### src/core/cfg_defines.svh
`ifndef CFG_DEFINES_SVH
`define CFG_DEFINES_SVH
// ==========================================
// Timing
`define CLK_NS          40
`define RST_PULSE_NS    10
// Least pulse, rounded up, plus margin for the far filter
`define RST_PULSE_CYC   (((`RST_PULSE_NS+`CLK_NS-1)/`CLK_NS)+3)
`define SCLK_MAX_KHZ    20000
// Half period of the made shift clock, cycles of clk_sys
`define SCLK_HALF_CYC   4
// ==========================================
// Serial word layout
`define WORD_LAST       4'hF
`define ADDR_MSB        15
`define ADDR_LSB        8
`define DATA_MSB        7
// ==========================================
// Device registers
`define REG_TOP_ADDR    8'h00
`define REG_PWR_ADDR    8'h14
`define REG_TOP_RST     8'h00
`define REG_PWR_RST     8'h00
`define TOP_SOFT_BIT    1
`define TOP_READ_BIT    0
`define PWR_OVRD_BIT    7
`define PWR_CMOS_BIT    5
`define PWR_GAIN_BIT    4
`define PWR_REF_BIT     3
`define PWR_MODE_MSB    2
// ==========================================
// Four-level analog pin codes
`define LVL_GND         2'h0
`define LVL_3_8         2'h1
`define LVL_5_8         2'h2
`define LVL_FULL        2'h3
// ==========================================
// Controller registers (APB byte addresses)
`define H_CTRL_ADDR     8'h00
`define H_WORD_ADDR     8'h04
`define H_STAT_ADDR     8'h08
`define H_CTRL_RST      13'h0000
`define CTRL_RESET_BIT  0
`define CTRL_START_BIT  1
`define CTRL_PULSE_BIT  2
`define CTRL_PM_LSB     4
`define CTRL_SCLK_LSB   8
`define CTRL_SEL_LSB    10
`endif

### src/core/cfg_pkg.sv
`default_nettype none
package cfg_pkg;
	// Decoded power and output mode
	typedef struct packed {
		logic a_buf_off;
		logic b_buf_off;
		logic a_standby;
		logic b_standby;
		logic all_down;
		logic mux;
	} pwr_type;

	// Serial controller sequence
	typedef enum {
		H_IDLE,
		H_LEAD,
		H_LOW,
		H_HIGH,
		H_TAIL
	} host_state_type;
endpackage
`default_nettype wire

### src/core/cfg_link_if.sv
`default_nettype none
// ==========================================
// Pins between controller and converter
interface cfg_link_if;
	logic       reset_pin;
	logic       serial_select_low;
	logic       sclk;
	logic       serial_input_line;
	logic       power_mode_pin_first;
	logic       power_mode_pin_second;
	logic       power_mode_pin_third;
	logic [1:0] sclk_level;
	logic [1:0] sel_level;

	modport device (
		input reset_pin,
		input serial_select_low,
		input sclk,
		input serial_input_line,
		input power_mode_pin_first,
		input power_mode_pin_second,
		input power_mode_pin_third,
		input sclk_level,
		input sel_level
	);

	modport host (
		output reset_pin,
		output serial_select_low,
		output sclk,
		output serial_input_line,
		output power_mode_pin_first,
		output power_mode_pin_second,
		output power_mode_pin_third,
		output sclk_level,
		output sel_level
	);
endinterface
`default_nettype wire

### src/core/adc_cfg_port.sv
// Implementation choices: register access over APB and the address map.
`include "cfg_defines.svh"
`default_nettype none
module adc_cfg_port
	import cfg_pkg::*;
(
	input  wire logic        clk_sys,
	input  wire logic        rst,
	cfg_link_if.device       link,
	output logic             pin_only_mode,
	output logic             gain_high,
	output logic             ref_external,
	output logic             fmt_binary,
	output logic             if_cmos,
	output logic             a_buf_off,
	output logic             b_buf_off,
	output logic             a_standby,
	output logic             b_standby,
	output logic             all_down,
	output logic             mux_mode,
	output logic             readout_bit,
	output logic             word_valid,
	output logic [7:0]       word_addr,
	output logic [7:0]       word_data
);

	// ==========================================
	// Input filtering
	localparam int SYNC_W = 11;
	localparam int I_SEL  = 0;
	localparam int I_SCLK = 1;
	localparam int I_DATA = 2;
	localparam int I_RST  = 3;
	localparam int I_PM1  = 4;
	localparam int I_PM2  = 5;
	localparam int I_PM3  = 6;
	localparam int I_SCL0 = 7;
	localparam int I_SEL0 = 9;

	logic [SYNC_W-1:0] raw_w;
	logic [SYNC_W-1:0] s1_q;
	logic [SYNC_W-1:0] s2_q;
	logic [SYNC_W-1:0] s3_q;
	logic [SYNC_W-1:0] filt_q;
	logic [SYNC_W-1:0] filt_d;

	// All pins come from outside the clock domain
	assign raw_w = {link.sel_level, link.sclk_level,
		link.power_mode_pin_third, link.power_mode_pin_second,
		link.power_mode_pin_first, link.reset_pin,
		link.serial_input_line, link.sclk, link.serial_select_low};

	// Three-stage synchroniser
	always_ff @(posedge clk_sys or posedge rst) begin
		if (rst) begin
			s1_q <= '0;
			s2_q <= '0;
			s3_q <= '0;
		end else begin
			s1_q <= raw_w;
			s2_q <= s1_q;
			s3_q <= s2_q;
		end
	end

	// A change counts once stages two and three agree
	genvar gi;
	generate
		for (gi = 0; gi < SYNC_W; gi++) begin : g_filt
			assign filt_d[gi] = (s2_q[gi] == s3_q[gi]) ? s3_q[gi]
				: filt_q[gi];
		end
	endgenerate

	// Filtered levels; select idles high
	always_ff @(posedge clk_sys or posedge rst) begin
		if (rst) begin
			filt_q <= 11'h001;
		end else begin
			filt_q <= filt_d;
		end
	end

	// ==========================================
	// Mode and shift decoding
	logic        hw_rst_w;
	logic        sel_low_w;
	logic        fall_w;
	logic        take_w;
	logic        commit_w;
	logic [15:0] word_w;
	logic [7:0]  addr_w;
	logic [7:0]  data_w;
	logic        soft_rst_w;
	logic [15:0] shift_q;
	logic [3:0]  cnt_q;
	logic [7:0]  reg_top_q;
	logic [7:0]  reg_pwr_q;

	// Reset pin level: registers held at default, pin mode
	assign hw_rst_w  = filt_q[I_RST];
	assign sel_low_w = ~filt_q[I_SEL] & ~hw_rst_w;
	// Falling shift clock edge, once filtered
	assign fall_w    = filt_q[I_SCLK] & ~filt_d[I_SCLK];
	assign take_w    = sel_low_w & fall_w;
	assign commit_w  = take_w & (cnt_q == `WORD_LAST);
	// Incoming bit enters at the bottom: MSB first
	assign word_w    = {shift_q[14:0], filt_d[I_DATA]};
	assign addr_w    = word_w[`ADDR_MSB:`ADDR_LSB];
	assign data_w    = word_w[`DATA_MSB:0];
	assign soft_rst_w = commit_w & (addr_w == `REG_TOP_ADDR)
		& data_w[`TOP_SOFT_BIT];

	// Bit counter; restarts whenever select is high
	always_ff @(posedge clk_sys or posedge rst) begin
		if (rst) begin
			cnt_q   <= 4'h0;
			shift_q <= 16'h0000;
		end else if (!sel_low_w) begin
			cnt_q   <= 4'h0;
			shift_q <= 16'h0000;
		end else if (take_w) begin
			cnt_q   <= cnt_q + 4'h1;
			shift_q <= word_w;
		end
	end

	// Register file; soft reset bit never stays set
	always_ff @(posedge clk_sys or posedge rst) begin
		if (rst) begin
			reg_top_q <= `REG_TOP_RST;
			reg_pwr_q <= `REG_PWR_RST;
		end else if (hw_rst_w || soft_rst_w) begin
			reg_top_q <= `REG_TOP_RST;
			reg_pwr_q <= `REG_PWR_RST;
		end else if (commit_w) begin
			if (addr_w == `REG_TOP_ADDR) begin
				reg_top_q <= data_w;
			end
			if (addr_w == `REG_PWR_ADDR) begin
				reg_pwr_q <= data_w;
			end
		end
	end

	// Committed word report
	always_ff @(posedge clk_sys or posedge rst) begin
		if (rst) begin
			word_valid <= 1'b0;
			word_addr  <= 8'h00;
			word_data  <= 8'h00;
		end else begin
			word_valid <= commit_w;
			if (commit_w) begin
				word_addr <= addr_w;
				word_data <= data_w;
			end
		end
	end

	// ==========================================
	// Configuration decoding
	function automatic pwr_type pm_decode(input logic [2:0] m);
		pwr_type p;
		p = '0;
		case (m)
			3'h0: p = '0;
			3'h1: p.a_buf_off = 1'b1;
			3'h2: p.b_buf_off = 1'b1;
			3'h3: begin
				p.a_buf_off = 1'b1;
				p.b_buf_off = 1'b1;
			end
			3'h4: p.all_down  = 1'b1;
			3'h5: p.a_standby = 1'b1;
			3'h6: p.b_standby = 1'b1;
			3'h7: p.mux       = 1'b1;
			default: p = '0;
		endcase
		return p;
	endfunction

	logic       ovrd_w;
	logic [2:0] pm_pins_w;
	logic [2:0] pm_sel_w;
	logic [1:0] sclk_lvl_w;
	logic [1:0] sel_lvl_w;
	pwr_type    pwr_w;
	logic       gain_w;
	logic       ext_w;
	logic       bin_w;
	logic       cmos_w;

	assign sclk_lvl_w = filt_q[I_SCL0+1:I_SCL0];
	assign sel_lvl_w  = filt_q[I_SEL0+1:I_SEL0];
	assign pm_pins_w  = {filt_q[I_PM1], filt_q[I_PM2], filt_q[I_PM3]};
	// Pins rule power modes in pin and combined modes
	assign ovrd_w   = ~hw_rst_w & reg_pwr_q[`PWR_OVRD_BIT];
	assign pm_sel_w = ovrd_w ? reg_pwr_q[`PWR_MODE_MSB:0]
		: pm_pins_w;
	assign pwr_w    = pm_decode(pm_sel_w);

	// Pin mode reads the four-level pins, else registers; binary format is 0 outside pin mode
	assign gain_w = hw_rst_w ? sclk_lvl_w[1]
		: reg_pwr_q[`PWR_GAIN_BIT];
	assign ext_w  = hw_rst_w ? (sclk_lvl_w == `LVL_3_8 ||
		sclk_lvl_w == `LVL_5_8) : reg_pwr_q[`PWR_REF_BIT];
	assign bin_w  = hw_rst_w & (sel_lvl_w == `LVL_3_8 ||
		sel_lvl_w == `LVL_5_8);
	assign cmos_w = hw_rst_w ? sel_lvl_w[1]
		: reg_pwr_q[`PWR_CMOS_BIT];

	// Registered configuration outputs
	always_ff @(posedge clk_sys or posedge rst) begin
		if (rst) begin
			pin_only_mode <= 1'b0;
			gain_high     <= 1'b0;
			ref_external  <= 1'b0;
			fmt_binary    <= 1'b0;
			if_cmos       <= 1'b0;
			a_buf_off     <= 1'b0;
			b_buf_off     <= 1'b0;
			a_standby     <= 1'b0;
			b_standby     <= 1'b0;
			all_down      <= 1'b0;
			mux_mode      <= 1'b0;
			readout_bit   <= 1'b0;
		end else begin
			pin_only_mode <= hw_rst_w;
			gain_high     <= gain_w;
			ref_external  <= ext_w;
			fmt_binary    <= bin_w;
			if_cmos       <= cmos_w;
			a_buf_off     <= pwr_w.a_buf_off;
			b_buf_off     <= pwr_w.b_buf_off;
			a_standby     <= pwr_w.a_standby;
			b_standby     <= pwr_w.b_standby;
			all_down      <= pwr_w.all_down;
			mux_mode      <= pwr_w.mux & cmos_w;
			readout_bit   <= reg_top_q[`TOP_READ_BIT];
		end
	end

endmodule
`default_nettype wire

### src/flat_wrapper.sv
// flat-port wrapper written by rule: the top's interface ports become plain ports
module adc_cfg_port_flat import cfg_pkg::*;
  (clk_sys, rst, pin_only_mode, gain_high, ref_external, fmt_binary, if_cmos, a_buf_off, b_buf_off, a_standby, b_standby, all_down, mux_mode, readout_bit, word_valid, word_addr, word_data, link_reset_pin, link_serial_select_low, link_sclk, link_serial_input_line, link_power_mode_pin_first, link_power_mode_pin_second, link_power_mode_pin_third, link_sclk_level, link_sel_level);
  cfg_link_if link_i ();
  input  wire logic clk_sys;
  input  wire logic rst;
  output logic pin_only_mode;
  output logic gain_high;
  output logic ref_external;
  output logic fmt_binary;
  output logic if_cmos;
  output logic a_buf_off;
  output logic b_buf_off;
  output logic a_standby;
  output logic b_standby;
  output logic all_down;
  output logic mux_mode;
  output logic readout_bit;
  output logic word_valid;
  output logic [7:0] word_addr;
  output logic [7:0] word_data;
  input wire logic [$bits(link_i.reset_pin)-1:0] link_reset_pin;
  input wire logic [$bits(link_i.serial_select_low)-1:0] link_serial_select_low;
  input wire logic [$bits(link_i.sclk)-1:0] link_sclk;
  input wire logic [$bits(link_i.serial_input_line)-1:0] link_serial_input_line;
  input wire logic [$bits(link_i.power_mode_pin_first)-1:0] link_power_mode_pin_first;
  input wire logic [$bits(link_i.power_mode_pin_second)-1:0] link_power_mode_pin_second;
  input wire logic [$bits(link_i.power_mode_pin_third)-1:0] link_power_mode_pin_third;
  input wire logic [$bits(link_i.sclk_level)-1:0] link_sclk_level;
  input wire logic [$bits(link_i.sel_level)-1:0] link_sel_level;
  assign link_i.reset_pin = link_reset_pin;
  assign link_i.serial_select_low = link_serial_select_low;
  assign link_i.sclk = link_sclk;
  assign link_i.serial_input_line = link_serial_input_line;
  assign link_i.power_mode_pin_first = link_power_mode_pin_first;
  assign link_i.power_mode_pin_second = link_power_mode_pin_second;
  assign link_i.power_mode_pin_third = link_power_mode_pin_third;
  assign link_i.sclk_level = link_sclk_level;
  assign link_i.sel_level = link_sel_level;
  adc_cfg_port u_core (.clk_sys(clk_sys), .rst(rst), .link(link_i), .pin_only_mode(pin_only_mode), .gain_high(gain_high), .ref_external(ref_external), .fmt_binary(fmt_binary), .if_cmos(if_cmos), .a_buf_off(a_buf_off), .b_buf_off(b_buf_off), .a_standby(a_standby), .b_standby(b_standby), .all_down(all_down), .mux_mode(mux_mode), .readout_bit(readout_bit), .word_valid(word_valid), .word_addr(word_addr), .word_data(word_data));
endmodule
### config.mk
export PLATFORM = sky130hd
export DESIGN_NAME = adc_cfg_port_flat
export DESIGN_NICKNAME = d
export VERILOG_FILES = /design/src/core/cfg_pkg.sv /design/src/core/cfg_link_if.sv /design/src/core/adc_cfg_port.sv /design/src/flat_wrapper.sv
export VERILOG_INCLUDE_DIRS = /design/src /design/src/core
export SDC_FILE = /design/constraint.sdc
export NUM_CORES = 1
export LEC_CHECK = 0
export BUFFER_PORTS_ARGS = -buffer_cell sky130_fd_sc_hd__buf_2
export CORE_ASPECT_RATIO = 0.9
export CORE_MARGIN = 2
export CORE_UTILIZATION = 40
export DETAILED_ROUTE_END_ITERATION = 16
export SLEW_MARGIN = 20
export SYNTH_ARGS = -nofsm -noshare
export SYNTH_HDL_FRONTEND = slang
export SYNTH_SLANG_ARGS = --single-unit
### constraint.sdc
create_clock -name clk_sys -period 6.3 [get_ports clk_sys]
set_input_delay 1.575 -clock clk_sys [delete_from_list [all_inputs] [get_ports clk_sys]]
set_output_delay 1.575 -clock clk_sys [all_outputs]
set_load 0.02 [all_outputs]
==> results list <==
- Sink Count: 100
- Prior to clock tree synthesis, the placed netlist has a worst setup slack of around 3.4 ns.
- Switching part of the total: around 22%
- Max transition margin: about a third
- After clock tree synthesis, the repair step resized 0 gates.
* Most common cell after layout, fill and taps aside: dfrtp_1
- Slew at the pin with the worst max-slew slack: a little under 1 ns
- Multiplexer cells account for ~1.5% of the synthesized area.
* Kind of critical path: register to register
- CTS placed an instance of clkbuf_8 at the clock tree root.
- Area fraction in compound gates after synthesis: around 5.5%
- During synthesis, Yosys emitted a total of 0 warnings.
- STA classifies the critical path startpoint as a register.
* Min cycle time layout: around 2.7 ns
- The die is 93.17 um tall.
- Of all nets on the critical path, the largest fanout is 26.
- Clock latency on the worst-skew pair, taken at its later pin, is around 0.36 ns.
- Hold Vio Cnt, Final: 0
* Number of flops mapped to enable cells by yosys: 0
- Async set-reset flop share out of synthesis: between 90% and 100%
* Critical path data arrival time: 3.01 ns
- Internal power comes to ~920 uW.
* Main combinational cell family by area after synthesis: simple AND/OR/NAND/NOR gates
- The congestion estimate from routability-driven global placement came to between 0.7 and 0.8.
- The top cell types in the final layout, fill and taps aside, are dfrtp_1 (99), nand2_1 (83), buf_2 (41).
* Worst Clk Skew: a little over 0.006 ns
* Antenna cells: 0
- The first global-routing pass estimated about 10000 um of wire.
- Summed over all cells, the static leakage comes to between 0.0015 and 0.002 uW.
- The die is ~100 um wide.
- Compared with the post-synthesis result, the final layout area differs by 14.55%.
* Proportion of layout cells with a drive suffix above 1: about a fifth
* Min-delay worst type: register to register
- Hold repair after CTS inserted 0 buffers.
- After clock tree synthesis, the clock-pin slew on the worst setup and hold paths is approximately 0.09 ns.
* Post-synthesis net count: just over 300
* PortBufs: 41
- The routed design has ~6000 um of wire.
* Sequential element share of the synthesized area: between 70 and 80%
* Clock buffer count from CTS: 9
- For this run, design rule violations remaining after detail routing come to 0.
- The floorplan has 32 rows.
- Gr ovfl total: 0
- CP Capture Type: register
* Basic-gate share of the synthesized area counting and, or, nand and nor cells: around 14%
* Worst Path Required: roughly 6.6 ns
- The final count of pins violating max slew came to 0.
- Synthesis inferred 100 register bits.
- Number of buffers inserted by post-CTS setup repair: 0
- TritonCTS built the clock tree.
- Initial Util: about two fifths
- Number of global-route vias before repair: around 2100
* Fin worst setup slack: 3.570 ns
- In this run the power density over the cells is ~290 mW/mm^2.
- Overall track demand over capacity in global routing: between 10% and 20%
- After detailed routing, the average wire length per cell comes to roughly 13 um.
* Main flop type after synthesis: dfrtp_1
- Core footprint: 0.008568 mm^2
- The die covers approximately 0.0096 mm^2.
- Setup repair after global routing left no endpoint under its margin.
- The initial antenna violation count was 0.
- In the final timing run, aggregate negative setup slack is 0 ns.
* Clock network fraction of total power: between 30% and 40%
- After the first detailed-routing iteration, the DRC count stood at 106.
* Worst IR drop on VDD: 0.1498 mV
- In the synthesized netlist, the number of instances is 293.
* Fmax achieved: 0.3663 GHz
- Of the total synthesized cell area, the portion taken by XOR and XNOR cells is between 1 and 1.5%.
- Count of TritonRoute iterations in the first routing pass: 4
- The net count of the finished layout is between 300 and 400.
* CTS max path bufs: 2
* Flop pwr share: between 50% and 60%
- Top Ports: between 40 and 50
- Yosys mapped the design onto 36 distinct sky130hd cell types.
- Synth Area per Inst: approximately 12 um^2
- Combinational fraction of design power: between 5 and 6%
- Result of the run: completed
- Entering global routing, the biggest net connects 74 pins.
- Adder-cell area share of the yosys netlist: 3.470%
- Ratio of routed vias to standard cells: 4.650
- In the finished design, the share of the clock period the worst path needs comes to a little over two fifths.
- The layout has 814 filler cells.
* Post-detailed-placement half-perimeter wirelength: 3786 um
* Netlist Area Pre-Place: 0.003533 mm^2
- In this run the number of H-tree levels came out at 3.
- Number of vias in the routed layout: ~2100
- Setup violations remaining at the end of the flow were counted as 0.
* ANT nets after route: 0
* Switching power summed over all nets: about 260 uW
* Max-capacitance violation count: 0
-- kinds of logic after synthesis --
kind of cell	after synthesis
AOI/OAI and AO/OA	37
buffers and inverters	17
and+or+nand+nor	117
xor gates and xnor gates	5
DFF	100
adders and majority gates	12
muxes	5
-- power by group through the flow --
stage	sequential [uW]	clock, uW	combinational [uW]
after floorplan	698	0	36.1
after global placement	693	0	61.9
after detailed placement	693	0	63.0
after CTS	681	463	63.2
after global routing	684	489	69.1
final	680	448	61.7
-- critical path, stage by stage, from the launching register on --
cell and delay (ns):
dfrtp_1 0.55, or2_2 0.42, or3_1 0.82, clkinv_8 0.27
a41o_2 0.39, a21oi_1 0.16
-- registers in the layout, summed over array words and instances (netlist names), 4 cells and up --
register,cells
u_core.s2_q,11
u_core.cnt_q,4
u_core.reg_pwr_q,7
u_core.filt_q,11
u_core.s1_q,11
u_core.shift_q,15
u_core.word_data,8
u_core.s3_q,11
u_core.word_addr,8
-- metal layers --
layer	GRT usage, %	routed length, um	vias up
met3	5.007	299	8
met1	20.38	2964	1029
met4	4.276	78	0
li1	-	-	1046
met2	19.97	2562	42
met5	0	0	-
-- metrics by stage --
stage                     util (%)  power [uW]  cells  cell area (um^2)  hold WS (ns)
after floorplan                  -       733.8    293              3533        0.3312
after global placement       44.55       754.5    441              3817        0.3322
after detailed placement     44.55       756.3    441              3817        0.3347
after CTS                    47.17        1207    457              4041        0.3556
after global routing         47.24        1242    457              4048        0.3669
final                        47.24        1190    457              4048        0.3542
-- synthesized netlist by cell type, types with 2 or more instances --
master,instances,area [um^2]
nand3_1,8,40.04
xor2_1,3,26.28
nand4_1,3,18.77
clkbuf_1,8,30.03
dfrtp_1,99,2477
inv_1,3,11.26
o21ai_0,8,40.04
nand2_1,83,311.6
mux2i_1,2,20.02
buf_6,2,22.52
a21oi_1,25,125.1
maj3_1,11,110.1
a31oi_1,2,12.51
mux2_2,3,33.78
nand2b_1,2,12.51
xnor2_1,2,17.52
nor2_1,10,37.54
-- layout make-up --
| class | instances | area, um^2 | share of cell area, % |
|---|---|---|---|
| sequential | 100 | 2504 | 61.85 |
| multi-input combinational | 176 | 928.4 | 22.94 |
| timing repair buffer | 42 | 212.7 | 5.255 |
| tap | 119 | 148.9 | 3.679 |
| clock buffer | 11 | 141.4 | 3.493 |
| clock inverter | 5 | 82.58 | 2.040 |
| inverter | 4 | 30.03 | 0.7419 |
-- path summary, 6_finish.rpt --
| path | startpoint | endpoint | slack (ns) | cells after the start |
|---|---|---|---|---|
| setup / recovery | u_core.filt_q[3] | u_core.reg_pwr_q[4] | 3.57 | 5 |
| hold / removal | u_core.s1_q[4] | u_core.s2_q[4] | 0.35 | 0 |
| setup reg to reg | u_core.filt_q[3] | u_core.reg_pwr_q[4] | 3.57 | 5 |
| hold reg to reg | u_core.s1_q[4] | u_core.s2_q[4] | 0.35 | 0 |
| max in group asynchronous | rst | u_core.shift_q[13] | 3.93 | 3 |
| min in group asynchronous | rst | u_core.s1_q[7] | 1.18 | 2 |
(Power assumes the default switching activity.)
